==> src/hw/smbus_cfg_pkg.sv <==
// Constants, types and frequency decode for the clock synthesizer SMBus port
package smbus_cfg_pkg;
   // 8-bit address byte 1101_0010 with the R/W bit stripped
   localparam logic [6:0] SLAVE_ADDR7 = 7'h69;
   localparam int NUM_BYTES = 8;
   localparam int PTR_W = 3;
   localparam logic [6:0] NUM_BYTES_IDX = 7'h08;
   localparam logic [7:0] BLOCK_COUNT = 8'h08;
   localparam int CMD_TYPE_BIT = 7;
   localparam int SW_CODE_BYTE = 0;
   localparam int EN_BYTE_A = 1;
   localparam int EN_BYTE_B = 2;
   localparam int SW_CODE_MSB = 4;
   // Power-up contents of the configuration bytes
   localparam logic [7:0] BYTE0_DEF = 8'h00;
   localparam logic [7:0] BYTE1_DEF = 8'hFF;
   localparam logic [7:0] BYTE2_DEF = 8'h7F;
   localparam logic [7:0] BYTE_DEF = 8'h00;
   // Byte position within a write phase
   localparam logic [3:0] POS_ADDR = 4'h0;
   localparam logic [3:0] POS_CMD = 4'h1;
   localparam logic [3:0] POS_COUNT = 4'h2;
   localparam logic [3:0] POS_MAX = 4'hF;
   localparam logic [3:0] LAST_BIT = 4'h7;
   localparam logic [3:0] BYTE_FULL = 4'h8;

   typedef enum logic [1:0] {GEAR_48, GEAR_64, GEAR_96} gear_e;
   // Frequencies in units of 100 kHz
   typedef struct packed {
      logic [10:0] cpu;
      logic [9:0] hub;
      logic [8:0] pci;
      gear_e gear;
   } freq_s;

   function automatic freq_s freq_decode(input logic [4:0] code);
      freq_s f;
      unique case (code)
         5'h00: f = '{11'd1007, 10'd671, 9'd336, GEAR_48};
         5'h01: f = '{11'd1009, 10'd673, 9'd336, GEAR_48};
         5'h02: f = '{11'd1080, 10'd720, 9'd360, GEAR_48};
         5'h03: f = '{11'd1012, 10'd675, 9'd337, GEAR_48};
         5'h04: f = '{11'd1140, 10'd760, 9'd380, GEAR_48};
         5'h05: f = '{11'd1170, 10'd780, 9'd390, GEAR_48};
         5'h06: f = '{11'd1200, 10'd800, 9'd400, GEAR_48};
         5'h07: f = '{11'd1230, 10'd820, 9'd410, GEAR_48};
         5'h08: f = '{11'd1257, 10'd629, 9'd314, GEAR_64};
         5'h09: f = '{11'd1303, 10'd651, 9'd326, GEAR_64};
         5'h0A: f = '{11'd1339, 10'd670, 9'd335, GEAR_64};
         5'h0B: f = '{11'd1342, 10'd671, 9'd336, GEAR_64};
         5'h0C: f = '{11'd1345, 10'd673, 9'd336, GEAR_64};
         5'h0D: f = '{11'd1480, 10'd740, 9'd370, GEAR_64};
         5'h0E: f = '{11'd1520, 10'd760, 9'd380, GEAR_64};
         5'h0F: f = '{11'd1560, 10'd780, 9'd390, GEAR_64};
         5'h10: f = '{11'd1600, 10'd800, 9'd400, GEAR_64};
         5'h11: f = '{11'd1640, 10'd820, 9'd410, GEAR_64};
         5'h12: f = '{11'd1674, 10'd669, 9'd335, GEAR_96};
         5'h13: f = '{11'd1700, 10'd680, 9'd340, GEAR_96};
         5'h14: f = '{11'd1750, 10'd700, 9'd350, GEAR_96};
         5'h15: f = '{11'd1800, 10'd720, 9'd360, GEAR_96};
         5'h16: f = '{11'd1850, 10'd740, 9'd370, GEAR_96};
         5'h17: f = '{11'd1900, 10'd760, 9'd380, GEAR_96};
         5'h18: f = '{11'd1668, 10'd667, 9'd334, GEAR_96};
         5'h19: f = '{11'd1002, 10'd668, 9'd334, GEAR_48};
         5'h1A: f = '{11'd1336, 10'd668, 9'd334, GEAR_64};
         5'h1B: f = '{11'd2004, 10'd668, 9'd334, GEAR_96};
         5'h1C: f = '{11'd1666, 10'd666, 9'd333, GEAR_96};
         5'h1D: f = '{11'd1000, 10'd666, 9'd333, GEAR_48};
         5'h1E: f = '{11'd2000, 10'd666, 9'd333, GEAR_96};
         5'h1F: f = '{11'd1333, 10'd666, 9'd333, GEAR_64};
      endcase
      return f;
   endfunction : freq_decode
endpackage : smbus_cfg_pkg

==> src/hw/clock_synth_smbus_config_port.sv <==
// SMBus configuration slave and frequency select logic of the clock synthesizer
// Function
// - Answer only address bytes 1101_0010 and 1101_0011
// - Command bit 7 picks block or byte
// - Byte access indexes by command bits 6..0
// - Block bytes ascend from zero, MSB first
// - Stop after any byte keeps whole bytes
// - Block write: count byte then acked data
// - Block read returns count then data bytes
// - Configuration bytes load defaults at reset
// - Register bits enable each clock output
// - Code decodes to frequencies and gear
// - Latch straps once supply good seen low
// - Software code in byte 0 bits 4..0
// - Byte write and byte read sequences
module clock_synth_smbus_config_port (
   input wire logic sys_clk_i,
   input wire logic sys_rst_i,
   input wire logic scl_i,
   input wire logic serial_data_pin_i,
   output logic serial_data_pin_o,
   output logic serial_data_pin_oe_o,
   input wire logic supply_good_n_i,
   input wire logic [4:0] freq_strap_code_i,
   input wire logic [1:0] swing_select_i,
   input wire logic sw_freq_src_i,
   output logic [1:0] swing_select_o,
   output logic [4:0] freq_code_o,
   output logic [10:0] cpu_freq_o,
   output logic [9:0] hub_clock_66_freq_o,
   output logic [8:0] pci_freq_o,
   output logic [1:0] gear_o,
   output logic [15:0] out_enable_o
);
   typedef enum logic [2:0] {ST_IDLE, ST_RX, ST_ACK, ST_TX, ST_MACK, ST_SKIP} port_state_e;

   // Declared ahead of the arrays that it sizes
   localparam int NUM_BYTES_LOC = smbus_cfg_pkg::NUM_BYTES;

   port_state_e state_r, state_nxt;
   logic scl_q_r, sda_q_r;
   logic [3:0] bit_cnt_r, bit_cnt_nxt;
   logic [3:0] pos_r, pos_nxt;
   logic [7:0] shift_r, shift_nxt;
   logic [7:0] tx_r, tx_nxt;
   logic [6:0] ptr_r, ptr_nxt;
   logic ack_r, ack_nxt;
   logic read_r, read_nxt;
   logic block_r, block_nxt;
   logic cnt_pend_r, cnt_pend_nxt;
   logic mack_r, mack_nxt;
   logic oe_r, oe_nxt;
   logic [7:0] cfg_r [NUM_BYTES_LOC];
   logic [7:0] cfg_nxt [NUM_BYTES_LOC];
   logic [4:0] strap_r, strap_nxt;
   logic [1:0] swing_r, swing_nxt;
   logic latched_r, latched_nxt;
   logic scl_rise, scl_fall, start_seen, stop_seen;
   logic [7:0] rx_byte, load_val;
   logic wr_en, cmd_done;
   logic [4:0] code_sel;
   smbus_cfg_pkg::freq_s freq;

   // Out-of-range index reads as zero
   function automatic logic [7:0] rd_byte(input logic [6:0] idx,
                                          input logic [7:0] mem [NUM_BYTES_LOC]);
      if (idx < smbus_cfg_pkg::NUM_BYTES_IDX) begin
         return mem[idx[smbus_cfg_pkg::PTR_W-1:0]];
      end
      return smbus_cfg_pkg::BYTE_DEF;
   endfunction : rd_byte

   // Pins are synchronous to sys_clk, so one stage of history finds edges
   assign scl_rise = scl_i & ~scl_q_r;
   assign scl_fall = ~scl_i & scl_q_r;
   assign start_seen = scl_i & scl_q_r & sda_q_r & ~serial_data_pin_i;
   assign stop_seen = scl_i & scl_q_r & ~sda_q_r & serial_data_pin_i;
   assign rx_byte = {shift_r[6:0], serial_data_pin_i};
   // Count byte goes first on a block read, then bytes from the pointer
   assign load_val = cnt_pend_r ? smbus_cfg_pkg::BLOCK_COUNT : rd_byte(ptr_r, cfg_r);

   // Protocol sequencer
   always_comb begin
      state_nxt = state_r;
      bit_cnt_nxt = bit_cnt_r;
      pos_nxt = pos_r;
      shift_nxt = shift_r;
      tx_nxt = tx_r;
      ptr_nxt = ptr_r;
      ack_nxt = ack_r;
      read_nxt = read_r;
      block_nxt = block_r;
      cnt_pend_nxt = cnt_pend_r;
      mack_nxt = mack_r;
      wr_en = 1'b0;
      cmd_done = 1'b0;
      if (start_seen) begin
         // Repeated start keeps pointer and command for the read phase
         state_nxt = ST_RX;
         bit_cnt_nxt = '0;
         pos_nxt = smbus_cfg_pkg::POS_ADDR;
      end else if (stop_seen) begin
         // Partial byte is simply dropped
         state_nxt = ST_IDLE;
      end else begin
         unique case (state_r)
            ST_IDLE, ST_SKIP: begin
            end
            ST_RX: begin
               if (scl_rise && bit_cnt_r != smbus_cfg_pkg::BYTE_FULL) begin
                  shift_nxt = rx_byte;
                  bit_cnt_nxt = bit_cnt_r + 4'h1;
                  if (bit_cnt_r == smbus_cfg_pkg::LAST_BIT) begin
                     ack_nxt = 1'b1;
                     if (pos_r != smbus_cfg_pkg::POS_MAX) begin
                        pos_nxt = pos_r + 4'h1;
                     end
                     if (pos_r == smbus_cfg_pkg::POS_ADDR) begin
                        ack_nxt = (rx_byte[7:1] == smbus_cfg_pkg::SLAVE_ADDR7);
                        read_nxt = rx_byte[0];
                     end else if (pos_r == smbus_cfg_pkg::POS_CMD) begin
                        cmd_done = 1'b1;
                        block_nxt = ~rx_byte[smbus_cfg_pkg::CMD_TYPE_BIT];
                        // Block uses index zero whatever the low bits hold
                        ptr_nxt = block_nxt ? '0 : rx_byte[6:0];
                        cnt_pend_nxt = block_nxt;
                     end else if (block_r && pos_r == smbus_cfg_pkg::POS_COUNT) begin
                        // Count byte acknowledged; stop ends the block
                        ack_nxt = 1'b1;
                     end else begin
                        wr_en = 1'b1;
                        ptr_nxt = ptr_r + 7'h01;
                     end
                  end
               end else if (scl_fall && bit_cnt_r == smbus_cfg_pkg::BYTE_FULL) begin
                  bit_cnt_nxt = '0;
                  state_nxt = ack_r ? ST_ACK : ST_SKIP;
               end
            end
            ST_ACK: begin
               if (scl_fall) begin
                  if (read_r) begin
                     state_nxt = ST_TX;
                     tx_nxt = load_val;
                     if (cnt_pend_r) begin
                        cnt_pend_nxt = 1'b0;
                     end else begin
                        ptr_nxt = ptr_r + 7'h01;
                     end
                  end else begin
                     state_nxt = ST_RX;
                  end
               end
            end
            ST_TX: begin
               if (scl_fall) begin
                  if (bit_cnt_r == smbus_cfg_pkg::LAST_BIT) begin
                     state_nxt = ST_MACK;
                     bit_cnt_nxt = '0;
                  end else begin
                     tx_nxt = {tx_r[6:0], 1'b0};
                     bit_cnt_nxt = bit_cnt_r + 4'h1;
                  end
               end
            end
            ST_MACK: begin
               if (scl_rise) begin
                  mack_nxt = ~serial_data_pin_i;
               end else if (scl_fall) begin
                  // Host not-acknowledge ends the read
                  if (mack_r) begin
                     state_nxt = ST_TX;
                     tx_nxt = load_val;
                     if (cnt_pend_r) begin
                        cnt_pend_nxt = 1'b0;
                     end else begin
                        ptr_nxt = ptr_r + 7'h01;
                     end
                  end else begin
                     state_nxt = ST_SKIP;
                  end
               end
            end
         endcase
      end
      // Open drain: only ever pull low
      oe_nxt = (state_nxt == ST_ACK) || (state_nxt == ST_TX && !tx_nxt[7]);
   end

   always_ff @(posedge sys_clk_i) begin
      if (sys_rst_i) begin
         state_r <= ST_IDLE;
         scl_q_r <= 1'b1;
         sda_q_r <= 1'b1;
         bit_cnt_r <= '0;
         pos_r <= '0;
         shift_r <= '0;
         tx_r <= '0;
         ptr_r <= '0;
         ack_r <= 1'b0;
         read_r <= 1'b0;
         block_r <= 1'b0;
         cnt_pend_r <= 1'b0;
         mack_r <= 1'b0;
         oe_r <= 1'b0;
      end else begin
         state_r <= state_nxt;
         scl_q_r <= scl_i;
         sda_q_r <= serial_data_pin_i;
         bit_cnt_r <= bit_cnt_nxt;
         pos_r <= pos_nxt;
         shift_r <= shift_nxt;
         tx_r <= tx_nxt;
         ptr_r <= ptr_nxt;
         ack_r <= ack_nxt;
         read_r <= read_nxt;
         block_r <= block_nxt;
         cnt_pend_r <= cnt_pend_nxt;
         mack_r <= mack_nxt;
         oe_r <= oe_nxt;
      end
   end

   // Configuration bytes; writes land only on a completed byte
   always_comb begin
      cfg_nxt = cfg_r;
      if (wr_en && ptr_r < smbus_cfg_pkg::NUM_BYTES_IDX) begin
         cfg_nxt[ptr_r[smbus_cfg_pkg::PTR_W-1:0]] = rx_byte;
      end
   end

   always_ff @(posedge sys_clk_i) begin
      if (sys_rst_i) begin
         // Clocks run correctly without any host access
         for (int i = 0; i < NUM_BYTES_LOC; i++) begin
            cfg_r[i] <= smbus_cfg_pkg::BYTE_DEF;
         end
         cfg_r[smbus_cfg_pkg::SW_CODE_BYTE] <= smbus_cfg_pkg::BYTE0_DEF;
         cfg_r[smbus_cfg_pkg::EN_BYTE_A] <= smbus_cfg_pkg::BYTE1_DEF;
         cfg_r[smbus_cfg_pkg::EN_BYTE_B] <= smbus_cfg_pkg::BYTE2_DEF;
      end else begin
         cfg_r <= cfg_nxt;
      end
   end

   // Strap capture; supply good ignored once seen low
   always_comb begin
      strap_nxt = strap_r;
      swing_nxt = swing_r;
      latched_nxt = latched_r;
      if (!latched_r && !supply_good_n_i) begin
         strap_nxt = freq_strap_code_i;
         swing_nxt = swing_select_i;
         latched_nxt = 1'b1;
      end
   end

   always_ff @(posedge sys_clk_i) begin
      if (sys_rst_i) begin
         strap_r <= '0;
         swing_r <= '0;
         latched_r <= 1'b0;
      end else begin
         strap_r <= strap_nxt;
         swing_r <= swing_nxt;
         latched_r <= latched_nxt;
      end
   end

   // Frequency selection and output enables, all registered
   assign code_sel = sw_freq_src_i ?
      cfg_r[smbus_cfg_pkg::SW_CODE_BYTE][smbus_cfg_pkg::SW_CODE_MSB:0] : strap_r;
   assign freq = smbus_cfg_pkg::freq_decode(code_sel);

   always_ff @(posedge sys_clk_i) begin
      if (sys_rst_i) begin
         serial_data_pin_o <= 1'b0;
         swing_select_o <= '0;
         freq_code_o <= '0;
         cpu_freq_o <= '0;
         hub_clock_66_freq_o <= '0;
         pci_freq_o <= '0;
         gear_o <= '0;
         out_enable_o <= '0;
      end else begin
         serial_data_pin_o <= 1'b0;
         swing_select_o <= swing_r;
         freq_code_o <= code_sel;
         cpu_freq_o <= freq.cpu;
         hub_clock_66_freq_o <= freq.hub;
         pci_freq_o <= freq.pci;
         gear_o <= freq.gear;
         // Each buffer follows its bit, changeable at any time
         out_enable_o <= {cfg_r[smbus_cfg_pkg::EN_BYTE_A],
                          cfg_r[smbus_cfg_pkg::EN_BYTE_B]};
      end
   end

   assign serial_data_pin_oe_o = oe_r;

   addr_ack_a: assert property (@(posedge sys_clk_i) disable iff (sys_rst_i)
      (state_r == ST_ACK && pos_r == smbus_cfg_pkg::POS_CMD)
      |-> shift_r[7:1] == smbus_cfg_pkg::SLAVE_ADDR7)
      else $error("address acknowledged without match");
   skip_release_a: assert property (@(posedge sys_clk_i) disable iff (sys_rst_i)
      state_r == ST_SKIP |-> !serial_data_pin_oe_o)
      else $error("data pin driven while ignoring");
   cmd_ptr_a: assert property (@(posedge sys_clk_i) disable iff (sys_rst_i)
      cmd_done && !start_seen |=> block_r == ~$past(rx_byte[7])
      && ptr_r == ($past(rx_byte[7]) ? $past(rx_byte[6:0]) : 7'h00))
      else $error("command decode wrong");
   byte_wr_a: assert property (@(posedge sys_clk_i) disable iff (sys_rst_i)
      wr_en && ptr_r < smbus_cfg_pkg::NUM_BYTES_IDX
      |=> cfg_r[$past(ptr_r[smbus_cfg_pkg::PTR_W-1:0])] == $past(rx_byte)
      && ptr_r == $past(ptr_r) + 7'h01)
      else $error("write byte not stored");
   reset_def_a: assert property (@(posedge sys_clk_i)
      $past(sys_rst_i) && !sys_rst_i |-> cfg_r[smbus_cfg_pkg::EN_BYTE_A]
      == smbus_cfg_pkg::BYTE1_DEF && cfg_r[smbus_cfg_pkg::EN_BYTE_B] == smbus_cfg_pkg::BYTE2_DEF)
      else $error("defaults not loaded");
   strap_hold_a: assert property (@(posedge sys_clk_i) disable iff (sys_rst_i)
      latched_r |=> $stable(strap_r) && $stable(swing_r) && latched_r)
      else $error("strap changed after latch");
   gear_map_a: assert property (@(posedge sys_clk_i) disable iff (sys_rst_i)
      $stable(code_sel) ##1 $stable(code_sel) |-> freq_code_o == code_sel
      && gear_o == freq.gear)
      else $error("frequency decode mismatch");
   count_first_a: assert property (@(posedge sys_clk_i) disable iff (sys_rst_i)
      state_r != ST_TX && state_nxt == ST_TX && cnt_pend_r && !start_seen
      |=> tx_r == smbus_cfg_pkg::BLOCK_COUNT && !cnt_pend_r)
      else $error("block read count not first");
   out_en_a: assert property (@(posedge sys_clk_i) disable iff (sys_rst_i)
      !sys_rst_i |=> out_enable_o == {$past(cfg_r[smbus_cfg_pkg::EN_BYTE_A]),
      $past(cfg_r[smbus_cfg_pkg::EN_BYTE_B])})
      else $error("output enable not following byte");
endmodule : clock_synth_smbus_config_port

==> config.mk <==
export PLATFORM = sky130hd
export DESIGN_NAME = clock_synth_smbus_config_port
export DESIGN_NICKNAME = d
export VERILOG_FILES = /design/src/hw/smbus_cfg_pkg.sv /design/src/hw/clock_synth_smbus_config_port.sv
export SDC_FILE = /design/constraint.sdc
export NUM_CORES = 1
export LEC_CHECK = 0
export ABC_AREA = 1
export BUFFER_PORTS_ARGS = -buffer_cell sky130_fd_sc_hd__clkbuf_2
export CORE_MARGIN = 8
export CORE_UTILIZATION = 60
export DETAILED_ROUTE_END_ITERATION = 10
export PLACE_DENSITY = 0.8
export SLEW_MARGIN = 20
export SYNTH_ARGS = -nofsm -noshare
export SYNTH_HDL_FRONTEND = slang
export SYNTH_SLANG_ARGS = --single-unit
==> constraint.sdc <==
create_clock -name sys_clk_i -period 3.5 [get_ports sys_clk_i]
set_input_delay 1.05 -clock sys_clk_i [delete_from_list [all_inputs] [get_ports sys_clk_i]]
set_output_delay 1.05 -clock sys_clk_i [all_outputs]
set_load 0.05 [all_outputs]
==> impl_metrics.tcl, run 1 <==
set metrics [dict create \
    power_mw 5.43 \
    met1_length_mm 9.39 \
    power_density_nw_per_um2 601 \
    routedWlPerCell_um 14.8 \
    netlist_top_cells_area "dfxtp_1 (41%), nand2_1 (14%), nor2_1 (9.4%)" \
    switchingPower_mw 1.85 \
    drv_cap 0 \
    top_layer_used "met4" \
    netlist.area_leader.share 0.411 \
    cts_setup_buffers 0 \
    clock_latency_ns 0.44 \
    crit_path_start_kind "primary input" \
    hp-class "flop to flop" \
    first_pass_iters 5 \
    antenna_cells 0 \
    hpwl_mm 14.8 \
    grt_pass1_vias 6862 \
    critPathTopFamily "buffers and inverters" \
    slowest_stage "ha_1" \
    dr_wl_met2_mm 9.70 \
    post_synth_num_cell_types 47 \
    syn_inst 1184 \
    grt_pass1_wl_mm 34.2 \
    cp-end-kind "flop" \
    reg2regPathDepth 8 \
    vias_per_cell 5.37 \
    routed_wl_mm 21.1 \
    worst_r2r_startpoint "bit_cnt_r[0]" \
    slew_violations 0 \
    cts_tree "built" \
    min_to "swing_select_o[1]" \
    fin_setup_tns_ns 0 \
    synth_xor_area_frac 0.00438 \
    synth_area_um2 8000 \
    final.fill_count 1162 \
    synth_top_family_by_area "simple AND/OR/NAND/NOR gates" \
    yosys.area.top_type "dfxtp_1" \
    port_buffers 68 \
    p_seq_frac 0.385 \
    path_buf_inv 6 \
    grt_usage 0.239 \
    cts_made_buffers 17 \
    num_vias 7646 \
    worst_hold_path.num_cells 2 \
    synth_common_cells "nand2_1 (303), nor2_1 (201), dfxtp_1 (164), inv_1 (144), o21ai_0 (85)" \
    clk_path_buf_depth 2 \
    synthAdderAreaFrac 0.0235 \
    multiInputGateArea_um2 3890 \
    clkPwrFrac 0.367 \
    p_int_mw 3.58 \
    die_x_um 131 \
    synth-simple-area-share 0.325 \
    yosysSeqAreaShare 0.411 \
    worst_pin_slew_ns 0.766 \
    ir_drop_mv 0.363 \
    seq_area_um2 3280 \
    syn2layout_area_growth_pct 13.0 \
    synth_edf_count 0 \
    finalSetupViolCount 0 \
    dieArea_um2 17300 \
    grt_max_degree 72 \
    cts_resized 0 \
    synthArstFlopShare 0 \
    p_sw_frac 0.340 \
    synth_ff_type "dfxtp_1" \
    syn-num-nets 1212 \
    drc 0 \
    start_util 0.609 \
    clkSlewWorstSetupHoldPaths_ns 0.06 \
    ioPinCount 70 \
    crit_chain "clkbuf_2 -> inv_1 -> nand2_1 -> o21ai_0 -> buf_4 -> inv_1 -> ha_1 -> inv_1 -> nand2_1 -> nand2_1 -> inv_1 -> a22oi_1 -> o21ai_0" \
    crit_top_cell "inv_1" \
    relSlewSlack 0.487 \
    r2r-end "cfg_r[49]" \
    cts_root_buffer "clkbuf_16" \
    fin_worst_skew_ns 0.0149 \
    combPwrFrac 0.248 \
    critPathMaxFanout 10 \
    grt.overflow.total 0 \
    worstPathArrival_ns 2.88 \
    synthMuxAreaShare 0 \
    antenna_found_initial 0 \
    cts_sinks 164 \
    drive_above_1_share 0.119 \
    critPathKind "primary input to flop" \
    final_nets 1265 \
    post-place-cells 1394 \
    htreeDepth 4 \
    synth_most_common_cell "nand2_1" \
    finalHoldViolCount 0 \
    row_count 42 \
    avgSynthCellArea_um2 6.75 \
    synth_compound_area_frac 0.133 \
    dr_wl_met3_mm 1.44 \
    place.gp.congestion 0.936 \
    synth_warnings 0 \
    core_area_um2 13100 \
    slowest_delay_ns 0.30 \
    clock.fmax_mhz 389 \
    r2r_slack_ns 1.34 \
    p_leak_nw 4.77 \
    period_minus_slack_ns 2.57 \
    required_ns 3.81 \
    layoutNonFillerInstCount 1425 \
    status "complete, no violations" \
    die_y_um 131 \
    rsz0062_at_grt "no" \
    period_share 0.735 \
    synth-seq-cells 164 \
    holdBufCountCts 0 \
    ant_nets 0 \
    holdCritStartpoint "swing_r[1]" \
    first_iter_violations 815 \
]
[worst max path at each step]
stage	cells after the start	slack [ns]	end	startpoint
after floorplan	10	0.70	pci_freq_o[2]	sw_freq_src_i
after global placement	13	0.55	pci_freq_o[2]	sw_freq_src_i
after detailed placement	13	0.53	pci_freq_o[2]	sw_freq_src_i
after CTS	13	0.98	cpu_freq_o[5]	sw_freq_src_i
after global routing	13	0.76	pci_freq_o[2]	sw_freq_src_i
final	13	0.93	pci_freq_o[2]	sw_freq_src_i
[kinds of logic (layout without fill, tap and decap cells)]
family / Yosys count / count (layout)
and+or+nand+nor: 612 / 612
DFF: 164 / 164
adders and majority gates: 15 / 15
xor gates and xnor gates: 4 / 4
buffers and inverters: 198 / 263
other: 1 / 1
AOI/OAI and AO/OA: 190 / 190
[worst register-to-register path, stage by stage, from the launching register on]
cell and delay (ns):
dfxtp_1 0.37, ha_1 0.20, nand3_1 0.29, nor2_2 0.34, nand2_4 0.17, nor2_8 0.18, nand2_1 0.26, nand2_1 0.14
nand3_1 0.08
[registers in the layout, indices dropped and copies added, names as in the netlist, 7 cells and up]
name                 cells
cpu_freq_o              11
out_enable_o            16
cfg_r                   64
shift_r                  7
hub_clock_66_freq_o     10
ptr_r                    7
tx_r                     8
[power by group through the flow]
stage	Clock [mW]	Sequential (mW)	Combinational [mW]
6_report	1.99	2.09	1.35
3_3_place_gp	0	2.13	1.31
5_1_grt	2.09	2.10	1.48
3_5_place_dp	0	2.13	1.32
2_1_floorplan	0	2.28	0.865
4_1_cts	2.01	2.09	1.33
[per-layer routing]
metal	up-vias	GRT usage
li1	3832	-
met1	3474	0.305
met2	288	0.380
met5	-	0
met3	52	0.0556
met4	0	0.103
[per-stage QoR]
stage / setup WS (ns) / area [µm²] / hold WS (ns) / util
3_3_place_gp: 0.547 / 8410 / 0.415 / 0.640
3_5_place_dp: 0.532 / 8410 / 0.422 / 0.640
6_report: 0.929 / 9030 / 0.430 / 0.688
2_1_floorplan: 0.697 / 8000 / 0.410 / -
5_1_grt: 0.757 / 9030 / 0.469 / 0.688
4_1_cts: 0.981 / 9030 / 0.433 / 0.688
[cell type report]
| type | instances | share of cell area |
|---|---|---|
| Inverter | 152 | 0.0631 |
| Clock buffer | 19 | 0.0501 |
| Multi-Input combinational cell | 822 | 0.430 |
| Timing Repair Buffer | 80 | 0.0490 |
| Tap cell | 176 | 0.0244 |
| Clock inverter | 12 | 0.0195 |
| Sequential cell | 164 | 0.363 |
[layout by cell type (no fill, tap or decap), drive strengths merged, types with 2 or more instances in the layout]
| cell type | n |
|---|---|
| nand2 | 316 |
| nor2 | 212 |
| dfxtp | 164 |
| inv | 153 |
| o21ai | 91 |
| clkbuf | 87 |
| nand3 | 56 |
| a21oi | 54 |
| nor3 | 21 |
| o211ai | 16 |
| ha | 15 |
| buf | 12 |
| o22ai | 8 |
| clkinv | 5 |
| bufinv | 4 |
| nand4 | 3 |
| a211oi | 3 |
| a311oi | 3 |
| a21o | 2 |
| xor2 | 2 |
| xnor2 | 2 |
| o31ai | 2 |
| a31oi | 2 |
| a22oi | 2 |
| clkinvlp | 2 |
Power figures use the tool's default switching activity.
==> run 2: changes to the inputs <==
--- a/config.mk
+++ b/config.mk
@@ -8,9 +8,9 @@
 export ABC_AREA = 1
 export BUFFER_PORTS_ARGS = -buffer_cell sky130_fd_sc_hd__clkbuf_2
 export CORE_MARGIN = 8
-export CORE_UTILIZATION = 60
+export CORE_UTILIZATION = 54
 export DETAILED_ROUTE_END_ITERATION = 10
-export PLACE_DENSITY = 0.8
+export PLACE_DENSITY = 0.76
 export SLEW_MARGIN = 20
 export SYNTH_ARGS = -nofsm -noshare
 export SYNTH_HDL_FRONTEND = slang
==> constraint.sdc (replaced) <==
create_clock -name sys_clk_i -period 2.33 [get_ports sys_clk_i]
set_input_delay 0.699 -clock sys_clk_i [delete_from_list [all_inputs] [get_ports sys_clk_i]]
set_output_delay 0.699 -clock sys_clk_i [all_outputs]
set_load 0.05 [all_outputs]
==> run 2 against run 1 <==
Clock-buffer cell count is 2 lower. Global-route usage is 0.57 points lower. Utilization is 4.7 points lower. Setup slack worse by 0.77 ns. Via count is 0.24% higher. Combinational power is 54% higher. Sequential share of layout area is 0.93 points lower. Sequential power is 50% higher. Clock skew is 0.0054 ns lower. Flip-flop and latch count stayed put. Power is 49% higher. Register-to-register slack worse by 1.2 ns. Critical endpoint is now cfg_r[52].
==> impl_metrics.tcl, run 2 (same netlist as run 1, synthesis figures left out) <==
set metrics [dict create \
    grt.overflow.total 0 \
    combPwrFrac 0.257 \
    worst_r2r_startpoint "bit_cnt_r[0]" \
    syn2layout_area_growth_pct 16.0 \
    cts_made_buffers 17 \
    clk_path_buf_depth 2 \
    holdBufCountCts 0 \
    core_area_um2 14500 \
    period_share 0.930 \
    period_minus_slack_ns 2.17 \
    largest-register "cfg_r" \
    switchingPower_mw 2.96 \
    final_nets 1297 \
    cts_setup_buffers 0 \
    reg2regPathDepth 8 \
    p_leak_nw 4.92 \
    most-common-layout-cells "nand2_1 (303), nor2_1 (201), dfxtp_1 (164)" \
    ant_nets 0 \
    grt_pass1_wl_mm 35.0 \
    cts_resized 0 \
    first_iter_violations 692 \
    fin_setup_tns_ns 0 \
    finalHoldViolCount 0 \
    grt_usage 0.234 \
    critPathMaxFanout 8 \
    drc 0 \
    final.fill_count 1341 \
    finalSetupViolCount 0 \
    clock.fmax_mhz 461 \
    r2r-end "cfg_r[52]" \
    ir_drop_mv 0.574 \
    status "complete, no violations" \
    required_ns 2.65 \
    start_util 0.552 \
    power_mw 8.09 \
    power_density_nw_per_um2 872 \
    relSlewSlack 0.521 \
    clkPwrFrac 0.355 \
    worstPathArrival_ns 2.49 \
    die_x_um 138 \
    r2r_slack_ns 0.16 \
    p_sw_frac 0.366 \
    fin_worst_skew_ns 0.00947 \
    row_count 44 \
    final_common_cell "nand2_1" \
    dieArea_um2 19000 \
    ioPinCount 70 \
    die_y_um 138 \
    grt_max_degree 36 \
    cp-end-kind "flop" \
    worst_hold_path.num_cells 2 \
    place.gp.congestion 0.932 \
    crit_path_start_kind "flop" \
    first_pass_iters 5 \
    hpwl_mm 15.3 \
    worst_pin_slew_ns 0.712 \
    p_int_mw 5.13 \
    cts_root_buffer "clkbuf_16" \
    min_to "swing_select_o[0]" \
    clkSlewWorstSetupHoldPaths_ns 0.07 \
    holdCritStartpoint "swing_r[0]" \
    largest_register_ffs 64 \
    port_buffers 68 \
    place_area_um2 8670 \
    clock_latency_ns 0.44 \
    grt_pass1_vias 7125 \
    slew_violations 0 \
    p_seq_frac 0.388 \
    antenna_found_initial 0 \
    cts_tree "built" \
    post-place-cells 1434 \
    rsz0062_at_grt "no" \
    critPathKind "flop to flop" \
    htreeDepth 4 \
    routedWlPerCell_um 14.6 \
    reg.largest.list "cfg_r (64), out_enable_o (16), cpu_freq_o (11)" \
    holdWs_ns 0.442 \
    antenna_cells 0 \
    routed_wl_mm 21.5 \
    num_vias 7664 \
    layoutNonFillerInstCount 1466 \
    hp-class "flop to flop" \
    drive_above_1_share 0.142 \
    drv_cap 0 \
    cts_sinks 164 \
    final_cell_area_um2 9270 \
    vias_per_cell 5.23 \
]
==> run 2: critical path, stage by stage (launching register included) <==
cell and delay (ns):
dfxtp_1 0.37, ha_1 0.22, nand3_1 0.31, nor2_2 0.35
nand2_4 0.17, nor2_8 0.18, nand2_1 0.22, nand2_1 0.13
nand3_1 0.09
==> run 2: final cells by class <==
type,instances,area (µm²),area share
repair buffers,112,696,0.0750
clock buffers,17,425,0.0459
inverters,152,571,0.0615
flip-flops and latches,164,3280,0.354
multi-input cells,822,3890,0.419
well taps,184,230,0.0248
clock inverters,15,179,0.0193
==> run 2: worst max-delay path by stage <==
stage / from / to / slack (ns) / depth (start not counted)
final: bit_cnt_r[0] / cfg_r[52] / 0.16 / 8
after global routing: bit_cnt_r[0] / ptr_r[6] / 0.02 / 9
after CTS: bit_cnt_r[0] / cfg_r[52] / 0.15 / 8
after detailed placement: sw_freq_src_i / pci_freq_o[2] / 0.04 / 11
after global placement: sw_freq_src_i / hub_clock_66_freq_o[0] / 0.05 / 9
after floorplan: sw_freq_src_i / pci_freq_o[2] / 0.08 / 10
==> run 2: per-layer routing <==
metal	up-vias	wire [µm]	track usage	share of wire
met5	-	0	0	0
met3	55	1410	0.0350	0.066
met1	3437	9490	0.297	0.44
li1	3900	-	-	-
met4	0	640	0.119	0.030
met2	272	9910	0.378	0.46
==> run 2: power by group through the flow <==
stage	Combinational [mW]	Clock (mW)	Sequential [mW]
3_5_place_dp	2.04	0	3.20
6_report	2.08	2.87	3.14
5_1_grt	2.31	3.00	3.16
2_1_floorplan	1.30	0	3.42
3_3_place_gp	2.03	0	3.20
4_1_cts	2.06	2.90	3.14
==> run 2: through the flow <==
step                worst slack (ns)   util
floorplan                     0.0817      -
global placement              0.0451  0.599
detailed placement            0.0404  0.599
CTS                            0.146  0.640
global route                  0.0189  0.640
finish                         0.162  0.640
